### src/fccd_pkg.sv
// Constants and types for the fp compare/convert/divide and fetch decoder.
// Assumes an APB slave with 32-bit data and byte addresses.
package fccd_pkg;

  // Upper opcode bytes, the fetch prefix of bits 15 to 10, and the status-word code of bits 7 to 4
  localparam logic [7:0] OP_CMPQ_S = 8'hca;
  localparam logic [7:0] OP_CMPQ_D = 8'hcb;
  localparam logic [7:0] OP_NARROW = 8'hcc;
  localparam logic [7:0] OP_WIDEN = 8'hcd;
  localparam logic [7:0] OP_DIV_S = 8'hc6;
  localparam logic [7:0] OP_DIV_D = 8'hc7;
  localparam logic [5:0] OP_FETCH = 6'h2e;
  localparam logic [3:0] STATUS_WORD_CODE = 4'h1;

  // Instruction fields
  localparam int unsigned INS_BANK = 9;
  localparam int unsigned INS_N_HI = 8;

  // Register byte offsets
  localparam logic [11:0] ADDR_INSTR = 12'h000;
  localparam logic [11:0] ADDR_DECODE = 12'h004;
  localparam logic [11:0] ADDR_FLAGS = 12'h008;
  localparam logic [11:0] ADDR_EXC = 12'h00c;
  localparam logic [11:0] ADDR_RES_HI = 12'h010;
  localparam logic [11:0] ADDR_RES_LO = 12'h014;
  localparam logic [11:0] ADDR_COMMIT = 12'h018;
  localparam logic [11:0] ADDR_PREFETCH = 12'h01c;
  localparam logic [11:0] ADDR_LREG = 12'h100;
  localparam logic [11:0] ADDR_LREG_END = 12'h13c;

  // Condition flag positions
  localparam int unsigned FLAG_C = 0;
  localparam int unsigned FLAG_Z = 1;
  localparam int unsigned FLAG_N = 2;
  localparam int unsigned FLAG_V = 3;

  // Exception bit positions
  localparam int unsigned EXC_INVALID = 0;
  localparam int unsigned EXC_DIVZERO = 1;
  localparam int unsigned EXC_OVERFLOW = 2;
  localparam int unsigned EXC_UNDERFLOW = 3;
  localparam int unsigned EXC_INEXACT = 4;

  // Commit word layout
  localparam int unsigned COMMIT_EQ = 0;
  localparam int unsigned COMMIT_LT = 1;
  localparam int unsigned COMMIT_EXC_LSB = 8;

  // Decode status layout
  localparam int unsigned DEC_OP_LSB = 8;
  localparam int unsigned DEC_BANK = 12;
  localparam int unsigned DEC_N_LSB = 13;
  localparam int unsigned DEC_UNORD = 18;
  localparam int unsigned DEC_EMU = 19;
  localparam int unsigned DEC_STALL = 20;

  // Reset values
  localparam logic [15:0] INSTR_RST = 16'h0000;
  localparam logic [3:0] FLAGS_RST = 4'h0;
  localparam logic [4:0] EXC_RST = 5'h00;
  localparam logic [31:0] WORD_RST = 32'h0000_0000;

  // Double compare raises invalid on unordered when set
  localparam logic DCMP_RAISES_INVALID = 1'b0;

  typedef enum logic [3:0] {
    OPC_NONE,
    OPC_CMP_S,
    OPC_CMP_D,
    OPC_NARROW,
    OPC_WIDEN,
    OPC_DIV_S,
    OPC_DIV_D,
    OPC_FETCH,
    OPC_CONDSET
  } fccd_op_t;

  typedef enum logic [1:0] {
    ST_IDLE,
    ST_EMU,
    ST_FETCH
  } fccd_state_t;

endpackage

### src/fccd_decoder.sv
// Decoder and emulation hand-off for fp compare, convert, divide and fetch.
// Assumes an APB master, software emulation, and a prefetch count from the cache.
//
// Our own choices: register access over APB and the register addresses.
`timescale 1ns/10ps
module fccd_decoder (
  input wire logic pclk,
  input wire logic presetn,
  input wire logic psel,
  input wire logic penable,
  input wire logic pwrite,
  input wire logic [11:0] paddr,
  input wire logic [31:0] pwdata,
  output logic [31:0] prdata,
  output logic pready,
  output logic pslverr,
  input wire logic [5:0] prefetch_halfwords,
  output logic emu_req,
  output logic fetch_stall
);

  logic [15:0] instr;
  fccd_pkg::fccd_op_t op;
  logic [3:0] dest;
  logic [3:0] src;
  logic bank;
  logic [4:0] wait_n;
  logic [3:0] flags;
  logic [4:0] exc;
  logic [31:0] res_hi;
  logic [31:0] res_lo;
  logic [31:0] lreg [16];
  fccd_pkg::fccd_state_t state;
  fccd_pkg::fccd_state_t next_state;

  logic acc;
  logic wr;
  logic rd_unmapped;
  logic is_lreg;
  logic [3:0] lreg_idx;
  logic issue;
  logic commit;
  logic bad_issue;
  logic bad_commit;
  logic unordered;
  logic cmp_eq;
  logic cmp_lt;
  logic [4:0] commit_exc;
  logic [4:0] exc_set;
  logic [5:0] fetch_need;
  fccd_pkg::fccd_op_t dec_op;

  // Decoding used on issue
  function automatic fccd_pkg::fccd_op_t decode_op(input logic [15:0] ins);
    fccd_pkg::fccd_op_t r;
    r = fccd_pkg::OPC_NONE;
    case (ins[15:8])
      fccd_pkg::OP_CMPQ_S: r = fccd_pkg::OPC_CMP_S;
      fccd_pkg::OP_CMPQ_D: r = fccd_pkg::OPC_CMP_D;
      fccd_pkg::OP_NARROW: r = fccd_pkg::OPC_NARROW;
      fccd_pkg::OP_WIDEN: r = fccd_pkg::OPC_WIDEN;
      fccd_pkg::OP_DIV_S: r = fccd_pkg::OPC_DIV_S;
      fccd_pkg::OP_DIV_D: r = fccd_pkg::OPC_DIV_D;
      default: begin
        if (ins[15:10] == fccd_pkg::OP_FETCH) begin
          // Status word is global register one, so only bank clear can name it
          if (!ins[fccd_pkg::INS_BANK] && ins[7:4] == fccd_pkg::STATUS_WORD_CODE) begin
            r = fccd_pkg::OPC_FETCH;
          end else begin
            r = fccd_pkg::OPC_CONDSET;
          end
        end
      end
    endcase
    return r;
  endfunction

  // Exponent-word quiet-NaN test: bits 30 to 19 all set
  function automatic logic is_nan(input logic [31:0] w);
    return &w[30:19];
  endfunction

  // Low word of a double sits in the following local register
  function automatic logic [3:0] pair_low(input logic [3:0] idx);
    return idx + 4'h1;
  endfunction

  function automatic logic emulated(input fccd_pkg::fccd_op_t o);
    return o inside {fccd_pkg::OPC_CMP_S, fccd_pkg::OPC_CMP_D, fccd_pkg::OPC_NARROW,
                     fccd_pkg::OPC_WIDEN, fccd_pkg::OPC_DIV_S, fccd_pkg::OPC_DIV_D};
  endfunction

  function automatic logic is_double_dest(input fccd_pkg::fccd_op_t o);
    return o inside {fccd_pkg::OPC_WIDEN, fccd_pkg::OPC_DIV_D};
  endfunction

  function automatic logic is_cmp(input fccd_pkg::fccd_op_t o);
    return o inside {fccd_pkg::OPC_CMP_S, fccd_pkg::OPC_CMP_D};
  endfunction

  // Bus decode; the slave never inserts wait states
  assign acc = psel && penable;
  assign wr = acc && pwrite;
  assign is_lreg = paddr >= fccd_pkg::ADDR_LREG && paddr <= fccd_pkg::ADDR_LREG_END;
  assign lreg_idx = paddr[5:2];
  assign dec_op = decode_op(pwdata[15:0]);
  assign issue = wr && paddr == fccd_pkg::ADDR_INSTR && state == fccd_pkg::ST_IDLE;
  assign bad_issue = wr && paddr == fccd_pkg::ADDR_INSTR && state != fccd_pkg::ST_IDLE;
  assign commit = wr && paddr == fccd_pkg::ADDR_COMMIT && state == fccd_pkg::ST_EMU;
  assign bad_commit = wr && paddr == fccd_pkg::ADDR_COMMIT && state != fccd_pkg::ST_EMU;

  always_comb begin
    case (paddr)
      fccd_pkg::ADDR_INSTR,
      fccd_pkg::ADDR_DECODE,
      fccd_pkg::ADDR_FLAGS,
      fccd_pkg::ADDR_EXC,
      fccd_pkg::ADDR_RES_HI,
      fccd_pkg::ADDR_RES_LO,
      fccd_pkg::ADDR_COMMIT,
      fccd_pkg::ADDR_PREFETCH: rd_unmapped = 1'b0;
      default: rd_unmapped = !(is_lreg && paddr[1:0] == 2'b00);
    endcase
  end

  assign pready = 1'b1;
  assign pslverr = acc && (rd_unmapped || bad_issue || bad_commit);

  // Both exponent words are the named registers, single or double alike
  assign unordered = is_nan(lreg[dest]) || is_nan(lreg[src]);
  assign cmp_eq = pwdata[fccd_pkg::COMMIT_EQ];
  assign cmp_lt = pwdata[fccd_pkg::COMMIT_LT];
  assign commit_exc = pwdata[fccd_pkg::COMMIT_EXC_LSB +: 5];
  assign fetch_need = {2'b00, wait_n[4:1]} + 6'h01;

  // Exceptions reported by this commit
  always_comb begin
    exc_set = 5'h00;
    if (commit) begin
      if (is_cmp(op)) begin
        if (op == fccd_pkg::OPC_CMP_D && fccd_pkg::DCMP_RAISES_INVALID && unordered) begin
          exc_set[fccd_pkg::EXC_INVALID] = 1'b1;
        end
      end else begin
        exc_set = commit_exc;
      end
    end
  end

  // Sequencer
  always_comb begin
    next_state = state;
    case (state)
      fccd_pkg::ST_IDLE: begin
        if (issue && emulated(dec_op)) begin
          next_state = fccd_pkg::ST_EMU;
        end else if (issue && dec_op == fccd_pkg::OPC_FETCH) begin
          next_state = fccd_pkg::ST_FETCH;
        end
      end
      fccd_pkg::ST_EMU: begin
        if (commit) begin
          next_state = fccd_pkg::ST_IDLE;
        end
      end
      fccd_pkg::ST_FETCH: begin
        if (prefetch_halfwords >= fetch_need) begin
          next_state = fccd_pkg::ST_IDLE;
        end
      end
      default: next_state = fccd_pkg::ST_IDLE;
    endcase
  end

  always_ff @(posedge pclk or negedge presetn) begin
    if (!presetn) begin
      state <= fccd_pkg::ST_IDLE;
    end else begin
      state <= next_state;
    end
  end

  // Instruction latch and field split
  always_ff @(posedge pclk or negedge presetn) begin
    if (!presetn) begin
      instr <= fccd_pkg::INSTR_RST;
      op <= fccd_pkg::OPC_NONE;
      dest <= 4'h0;
      src <= 4'h0;
      bank <= 1'b0;
      wait_n <= 5'h00;
    end else if (issue) begin
      instr <= pwdata[15:0];
      op <= dec_op;
      dest <= pwdata[7:4];
      src <= pwdata[3:0];
      bank <= pwdata[fccd_pkg::INS_BANK];
      wait_n <= {pwdata[fccd_pkg::INS_N_HI], pwdata[3:0]};
    end
  end

  // Condition flags change on a compare commit or on a write to the flags register
  always_ff @(posedge pclk or negedge presetn) begin
    if (!presetn) begin
      flags <= fccd_pkg::FLAGS_RST;
    end else if (commit && is_cmp(op)) begin
      flags[fccd_pkg::FLAG_Z] <= cmp_eq && !unordered;
      flags[fccd_pkg::FLAG_N] <= cmp_lt || unordered;
      flags[fccd_pkg::FLAG_C] <= cmp_lt && !unordered;
      flags[fccd_pkg::FLAG_V] <= unordered;
    end else if (wr && paddr == fccd_pkg::ADDR_FLAGS) begin
      flags <= pwdata[3:0];
    end
  end

  // Sticky exceptions, write one to clear, a new event wins over the clear
  always_ff @(posedge pclk or negedge presetn) begin
    if (!presetn) begin
      exc <= fccd_pkg::EXC_RST;
    end else if (wr && paddr == fccd_pkg::ADDR_EXC) begin
      exc <= (exc & ~pwdata[4:0]) | exc_set;
    end else begin
      exc <= exc | exc_set;
    end
  end

  // Result staging written by the emulation routine
  always_ff @(posedge pclk or negedge presetn) begin
    if (!presetn) begin
      res_hi <= fccd_pkg::WORD_RST;
      res_lo <= fccd_pkg::WORD_RST;
    end else if (wr && paddr == fccd_pkg::ADDR_RES_HI) begin
      res_hi <= pwdata;
    end else if (wr && paddr == fccd_pkg::ADDR_RES_LO) begin
      res_lo <= pwdata;
    end
  end

  // Local registers; commit writes only the destination word or pair
  always_ff @(posedge pclk or negedge presetn) begin
    if (!presetn) begin
      for (int i = 0; i < 16; i++) begin
        lreg[i] <= fccd_pkg::WORD_RST;
      end
    end else if (commit && !is_cmp(op)) begin
      lreg[dest] <= res_hi;
      if (is_double_dest(op)) begin
        lreg[pair_low(dest)] <= res_lo;
      end
    end else if (wr && is_lreg && paddr[1:0] == 2'b00) begin
      lreg[lreg_idx] <= pwdata;
    end
  end

  // Read data is registered at the setup cycle so it stands in the access phase
  always_ff @(posedge pclk or negedge presetn) begin
    if (!presetn) begin
      prdata <= fccd_pkg::WORD_RST;
    end else if (psel && !penable && !pwrite) begin
      prdata <= 32'h0000_0000;
      case (paddr)
        fccd_pkg::ADDR_INSTR: prdata[15:0] <= instr;
        fccd_pkg::ADDR_DECODE: begin
          prdata[3:0] <= src;
          prdata[7:4] <= dest;
          prdata[fccd_pkg::DEC_OP_LSB +: 4] <= op;
          prdata[fccd_pkg::DEC_BANK] <= bank;
          prdata[fccd_pkg::DEC_N_LSB +: 5] <= wait_n;
          prdata[fccd_pkg::DEC_UNORD] <= unordered;
          prdata[fccd_pkg::DEC_EMU] <= state == fccd_pkg::ST_EMU;
          prdata[fccd_pkg::DEC_STALL] <= state == fccd_pkg::ST_FETCH;
        end
        fccd_pkg::ADDR_FLAGS: prdata[3:0] <= flags;
        fccd_pkg::ADDR_EXC: prdata[4:0] <= exc;
        fccd_pkg::ADDR_RES_HI: prdata <= res_hi;
        fccd_pkg::ADDR_RES_LO: prdata <= res_lo;
        fccd_pkg::ADDR_PREFETCH: prdata[5:0] <= prefetch_halfwords;
        default: begin
          if (is_lreg && paddr[1:0] == 2'b00) begin
            prdata <= lreg[lreg_idx];
          end
        end
      endcase
    end
  end

  // Straight from the state flop
  assign emu_req = state == fccd_pkg::ST_EMU;
  assign fetch_stall = state == fccd_pkg::ST_FETCH;

endmodule

### config.mk
export PLATFORM = sky130hd
export DESIGN_NAME = fccd_decoder
export DESIGN_NICKNAME = d
export VERILOG_FILES = /design/src/fccd_pkg.sv /design/src/fccd_decoder.sv
export SDC_FILE = /design/constraint.sdc
export NUM_CORES = 2
export LEC_CHECK = 0
export BUFFER_PORTS_ARGS = -buffer_cell sky130_fd_sc_hd__buf_2
export CAP_MARGIN = 20
export CORE_ASPECT_RATIO = 1.5
export CORE_UTILIZATION = 58
export CTS_BUF_LIST = sky130_fd_sc_hd__clkbuf_4 sky130_fd_sc_hd__clkbuf_8 sky130_fd_sc_hd__clkbuf_16
export DETAILED_ROUTE_END_ITERATION = 12
export PLACE_DENSITY = 0.87
export SLEW_MARGIN = 0
export SYNTH_ARGS = -nofsm -noshare
export SYNTH_HDL_FRONTEND = slang
export SYNTH_SLANG_ARGS = --single-unit
### constraint.sdc
create_clock -name pclk -period 2.2 [get_ports pclk]
set_input_delay 0.44 -clock pclk [delete_from_list [all_inputs] [get_ports pclk]]
set_output_delay 0.44 -clock pclk [all_outputs]
set_load 0.005 [all_outputs]
==> results.md, run 1 <==
* Mapped Nets at ~5,200
* GPL Wtd Cong at 1.05
* Sequential area share after synthesis at about a third
* # rows at ~130
* Largest net degree at the start of global routing at 72
* Async SR Flop Fraction at 100%
* GR Util All Layers at between 80 and 90%
* Synth area leader: dfrtp_1
* Err: [ERROR GRT-0116] Global routing finished with congestion. Check the congestion regions in the DRC Viewer.
* Die span in y at 348 um
* Total grt overflow at 311
* Htree depth at 3
* Worst-case clock buffer depth at 3
* CTS Buf Count at 66
* Die width at 232 um
* # IOs at 91
* #FFs+latches synth at 639
* Post-synthesis instance total at 5,119
* Number of flops mapped to enable cells by yosys at 0
* First-pass GRT wire length at 475,000 um
* Dpl ws at -0.864 ns
* Vias in the first global route at between 60,000 and 70,000
* Final HPWL DP at 127,000 um
* Failing step: global routing (5_1_grt)
* Main synth FF type: dfrtp_1
* YS warnings at 0
* CTS sink cnt at 639
* Starting Density at 58.6%
* Clock root cell: clkbuf_16
* Number of distinct library cells after synthesis at 64
* Top post-synthesis cells by area: dfrtp_1, mux2i_1, o21ai_0
* Synth top area share at about a third
* Post-place instance area at 0.0520 mm^2
* Status: did not finish
* Syn avg cell area at 9.02 um^2
* Port Buffers at 89
* Mapped cell area at 0.0462 mm^2
## metrics by stage
step | hold WS (ns) | TNS [ns] | std cells
4_1_cts | 0.216 | -40.78 | 6501
2_1_floorplan | 0.144 | -39.67 | 5119
3_5_place_dp | 0.385 | -281.01 | 6182
3_3_place_gp | 0.398 | -245.42 | 6182
## repair_timing
action | in CTS
hold buffers | 1
buffers inserted | 141
hold endpoints to repair | 20
gates resized for setup | 612
cloned | 71
pin swaps | 131
endpoints found under the setup margin | 496
## cell usage after synthesis, drive strengths merged (6+ instances only)
cell    count
nand2    1097
mux2i    1012
o21ai    1008
dfrtp     639
clkbuf    390
buf       241
mux4      198
nor2       83
mux2       70
a21oi      54
nand4      48
nand3      27
a22oi      26
a222oi     25
and3       23
nor3       21
nor2b      19
a211oi     16
a31oi      14
nand4b     10
nand2b      9
o21a        9
o22ai       8
ha          6
nor4        6
nor4bb      6
## kinds of logic after synthesis
group                      Yosys count  synth area share [%]
and+or+nand+nor                   1372                  12.5
adders and majority gates            6                 0.163
xor gates and xnor gates             4                0.0759
muxes                             1280                  33.3
DFF                                639                  34.6
AOI/OAI and AO/OA                 1181                  13.6
buffers and inverters              636                  5.78
other                                1               0.00812
## per-layer routing
metal,global-route usage (%),overflow
met5,55.8,3
met4,80.2,130
met3,76.5,20
met2,89.7,149
met1,78.5,9
==> run 2: changes to the inputs <==
--- a/config.mk
+++ b/config.mk
@@ -7,11 +7,9 @@
 export LEC_CHECK = 0
 export BUFFER_PORTS_ARGS = -buffer_cell sky130_fd_sc_hd__buf_2
 export CAP_MARGIN = 20
-export CORE_ASPECT_RATIO = 1.5
-export CORE_UTILIZATION = 58
-export CTS_BUF_LIST = sky130_fd_sc_hd__clkbuf_4 sky130_fd_sc_hd__clkbuf_8 sky130_fd_sc_hd__clkbuf_16
+export CORE_UTILIZATION = 40
 export DETAILED_ROUTE_END_ITERATION = 12
-export PLACE_DENSITY = 0.87
+export PLACE_DENSITY_LB_ADDON = 0.15
 export SLEW_MARGIN = 0
 export SYNTH_ARGS = -nofsm -noshare
 export SYNTH_HDL_FRONTEND = slang
==> constraint.sdc (replaced) <==
create_clock -name pclk -period 2.9 [get_ports pclk]
set_input_delay 0.58 -clock pclk [delete_from_list [all_inputs] [get_ports pclk]]
set_output_delay 0.58 -clock pclk [all_outputs]
set_load 0.005 [all_outputs]
==> results.md, run 2 <==
* GR Util All Layers at 32.5%
* Most frequent cells in the layout: nand2_1, mux2i_1, o21ai_0
* Die width at 342 um (was 232 um)
* Max_cap viols at 0
* Max Freq at 356 MHz
* DRT Pass-1 Iters at 6
* Setup Skew at 0.0336 ns
* PwrDens at about 400 mW/mm^2
* Area growth syn-to-layout at 14.6%
* Port Buffers at 89 (unchanged)
* Mapped Nets at 5,180 (unchanged)
* Sequential area share after synthesis at 34.6% (unchanged)
* Register clock-pin slew on the reported worst setup and hold paths at 0.06 ns
* Routing usage on met1 at 45.7%
* Starting Density at 40.4% (was 58.6%)
* Synth top area share at 34.6% (unchanged)
* Clock root cell: clkbuf_16 (unchanged)
* Post-synthesis instance total at 5,119 (unchanged)
* Layout Cells excl Fill at 6,545
* Design area at 0.0529 mm^2
* Hold Vio Cnt, Final at 0
* # rows at 124 (was 126)
* Remaining antenna violation count at 0
* Final period util at 97.0%
* Largest net degree at the start of global routing at 95
* Number of flops mapped to enable cells by yosys at 0 (unchanged)
* P_leak at 21.2 nW
* Largest reg by FF count: lreg
* Synth area leader: dfrtp_1 (unchanged)
* Nature of the critical path startpoint: input port
* Full die area at 0.117 mm^2
* First-pass GRT wire length at 280,000 um
* Clock Latency Late Sink at just under 0.7 ns
* # IOs at 91 (unchanged)
* Status: finished clean (was did not finish)
* Final Max Tran Viols at 0
* Vias post-DR at 40,600
* Number of distinct library cells after synthesis at 64 (unchanged)
* Critical path endpoint category: output port
* Total grt overflow at 0
* CTS sink cnt at 639 (unchanged)
* CP Data Arrival Time at 2.23 ns
* Peak VDD IR at 0.369 mV
* RSZ-0062 raised after global routing: no
* CP required at 2.32 ns
* CP Max Fanout at 3
* Async SR Flop Fraction at 100% (unchanged)
* Most common cell after layout, fill and taps aside: nand2_1
* Via density at 6.21
* Max reg flops at 512
* Post-place instance area at 0.0500 mm^2 (was 0.0520 mm^2)
* Global route hottest layer: met2
* Setup CP Type: in -> out
* CTS Buf Count at 82 (was 66)
* Top post-synthesis cells by area: dfrtp_1, mux2i_1, o21ai_0 (unchanged)
* Top cells by count, synth: nand2_1, mux2i_1, o21ai_0, dfrtp_1, clkbuf_1 (unchanged)
* Most common cell in the netlist: nand2_1 (unchanged)
* Mapped cell area at 0.0462 mm^2 (unchanged)
* Layout cell share with drive strength beyond 1 at between 10% and 20%
* Met2 GRT Util at between 40% and 50%
* Final setup fails at 0
* Worst slew margin at roughly 28%
* CTS tree: done
* Layout Nets at 5,026
* Cells after DPL at 6,392 (was 6,182)
* Final WL at about 190,000 um
* Worst-case clock buffer depth at 3 (unchanged)
* Worst-margin pin slew at approximately 1.1 ns
* GPL Wtd Cong at 0.920 (was 1.05)
* Core Util, Final at 46.3%
* #FFs+latches synth at 639 (unchanged)
* Final HPWL DP at 119,000 um (was 127,000 um)
* Main synth FF type: dfrtp_1 (unchanged)
* TNS Setup at 0 ns
* WL/cell at 29.3 um
* Core box area at about 0.11 mm^2
* Hold/Removal Path Class: in -> reg
* Initial antenna violation count at 7
* Die span in y at 342 um (was 348 um)
* Starting DRC count in detailed routing at 4,593
* Vias in the first global route at about 38,000
* Min Clock Period, post-route at 2.81 ns
* Met3 usage at 5.81%
* Residual DRC at 0
* Syn avg cell area at 9.02 um^2 (unchanged)
* Htree depth at 3 (unchanged)
* YS warnings at 0 (unchanged)
-- run 2: layout make-up --
class	count	area, um^2
clock inverters	19	282
flip-flops and latches	639	16000
inverters	5	18.8
well taps	1512	1890
diodes	4	10.0
repair buffers	393	4220
clock buffers	129	2560
multi-input cells	3844	27900
fillers	10800	61400
-- run 2: cell families (layout without fill, tap and decap cells) --
group	Yosys count	count (layout)	synth area share [%]
simple gates	1372	1372	12.5
mux	1280	1280	33.3
compound gates	1181	1181	13.6
flops	639	639	34.6
buf+inv	636	546	5.78
fa+ha+maj	6	6	0.163
xor+xnor	4	4	0.0759
other cells	1	5	0.00812
-- run 2: where the power goes --
group / switching [mW] / total (mW) / internal [mW] / leakage [nW]
clock: 4.36 / 11.0 / 6.66 / 1.41
sequential: 0.0860 / 9.08 / 9.00 / 8.85
combinational: 0.751 / 1.13 / 0.374 / 11.0
total: 5.20 / 21.2 / 16.0 / 21.2
-- run 2: final timing paths --
path	from	endpoint	slack (ns)	depth (start not counted)
setup reg to reg	instr[1]$_DFFE_PN0P_	flags[2]$_DFFE_PN0P_	0.11	6
hold reg to reg	instr[10]$_DFFE_PN0P_	instr[10]$_DFFE_PN0P_	0.49	2
setup / recovery	paddr[6]	pslverr	0.09	8
hold / removal	pwdata[13]	instr[13]$_DFFE_PN0P_	0.24	3
max in group asynchronous	presetn	lreg[268]$_DFFE_PN0P_	1.59	4
min in group asynchronous	presetn	prdata[22]$_DFFE_PN0P_	0.37	2
-- run 2: layer usage --
metal  vias to the layer above  share of wire (%)
li1                      17900                  -
met1                     20400                 43
met2                      1979                 45
met3                       352                8.5
met4                         4                4.0
met5                         -              0.014
-- run 2: timing repair --
action,4_1_cts,5_1_grt
pin swaps,2,0
buffers inserted,0,0
setup endpoints to repair,1,1
cloned,0,0
hold buffers,1,0
endpoints found under the hold margin,20,0
resized for setup,4,4
-- run 2: per-stage QoR --
| stage | hold WS (ns) | setup WS [ns] | power [mW] |
|---|---|---|---|
| after CTS | 0.211 | 0.0379 | 21.4 |
| after floorplan | 0.284 | 0.262 | 9.66 |
| final | 0.238 | 0.0872 | 21.2 |
| after global placement | 0.470 | -0.349 | 10.4 |
| after global routing | 0.257 | 0.000752 | 21.8 |
| after detailed placement | 0.472 | -0.314 | 10.4 |
-- run 2: worst max-delay path: stages --
cell and delay, ns:
buf_6 0.09, or4_4 0.58, nor4_4 0.20, nand3_2 0.14
mux2i_1 0.20, o21ai_2 0.09, a31oi_1 0.21, buf_2 0.14
Note: power is estimated with default switching activity, not from simulation.
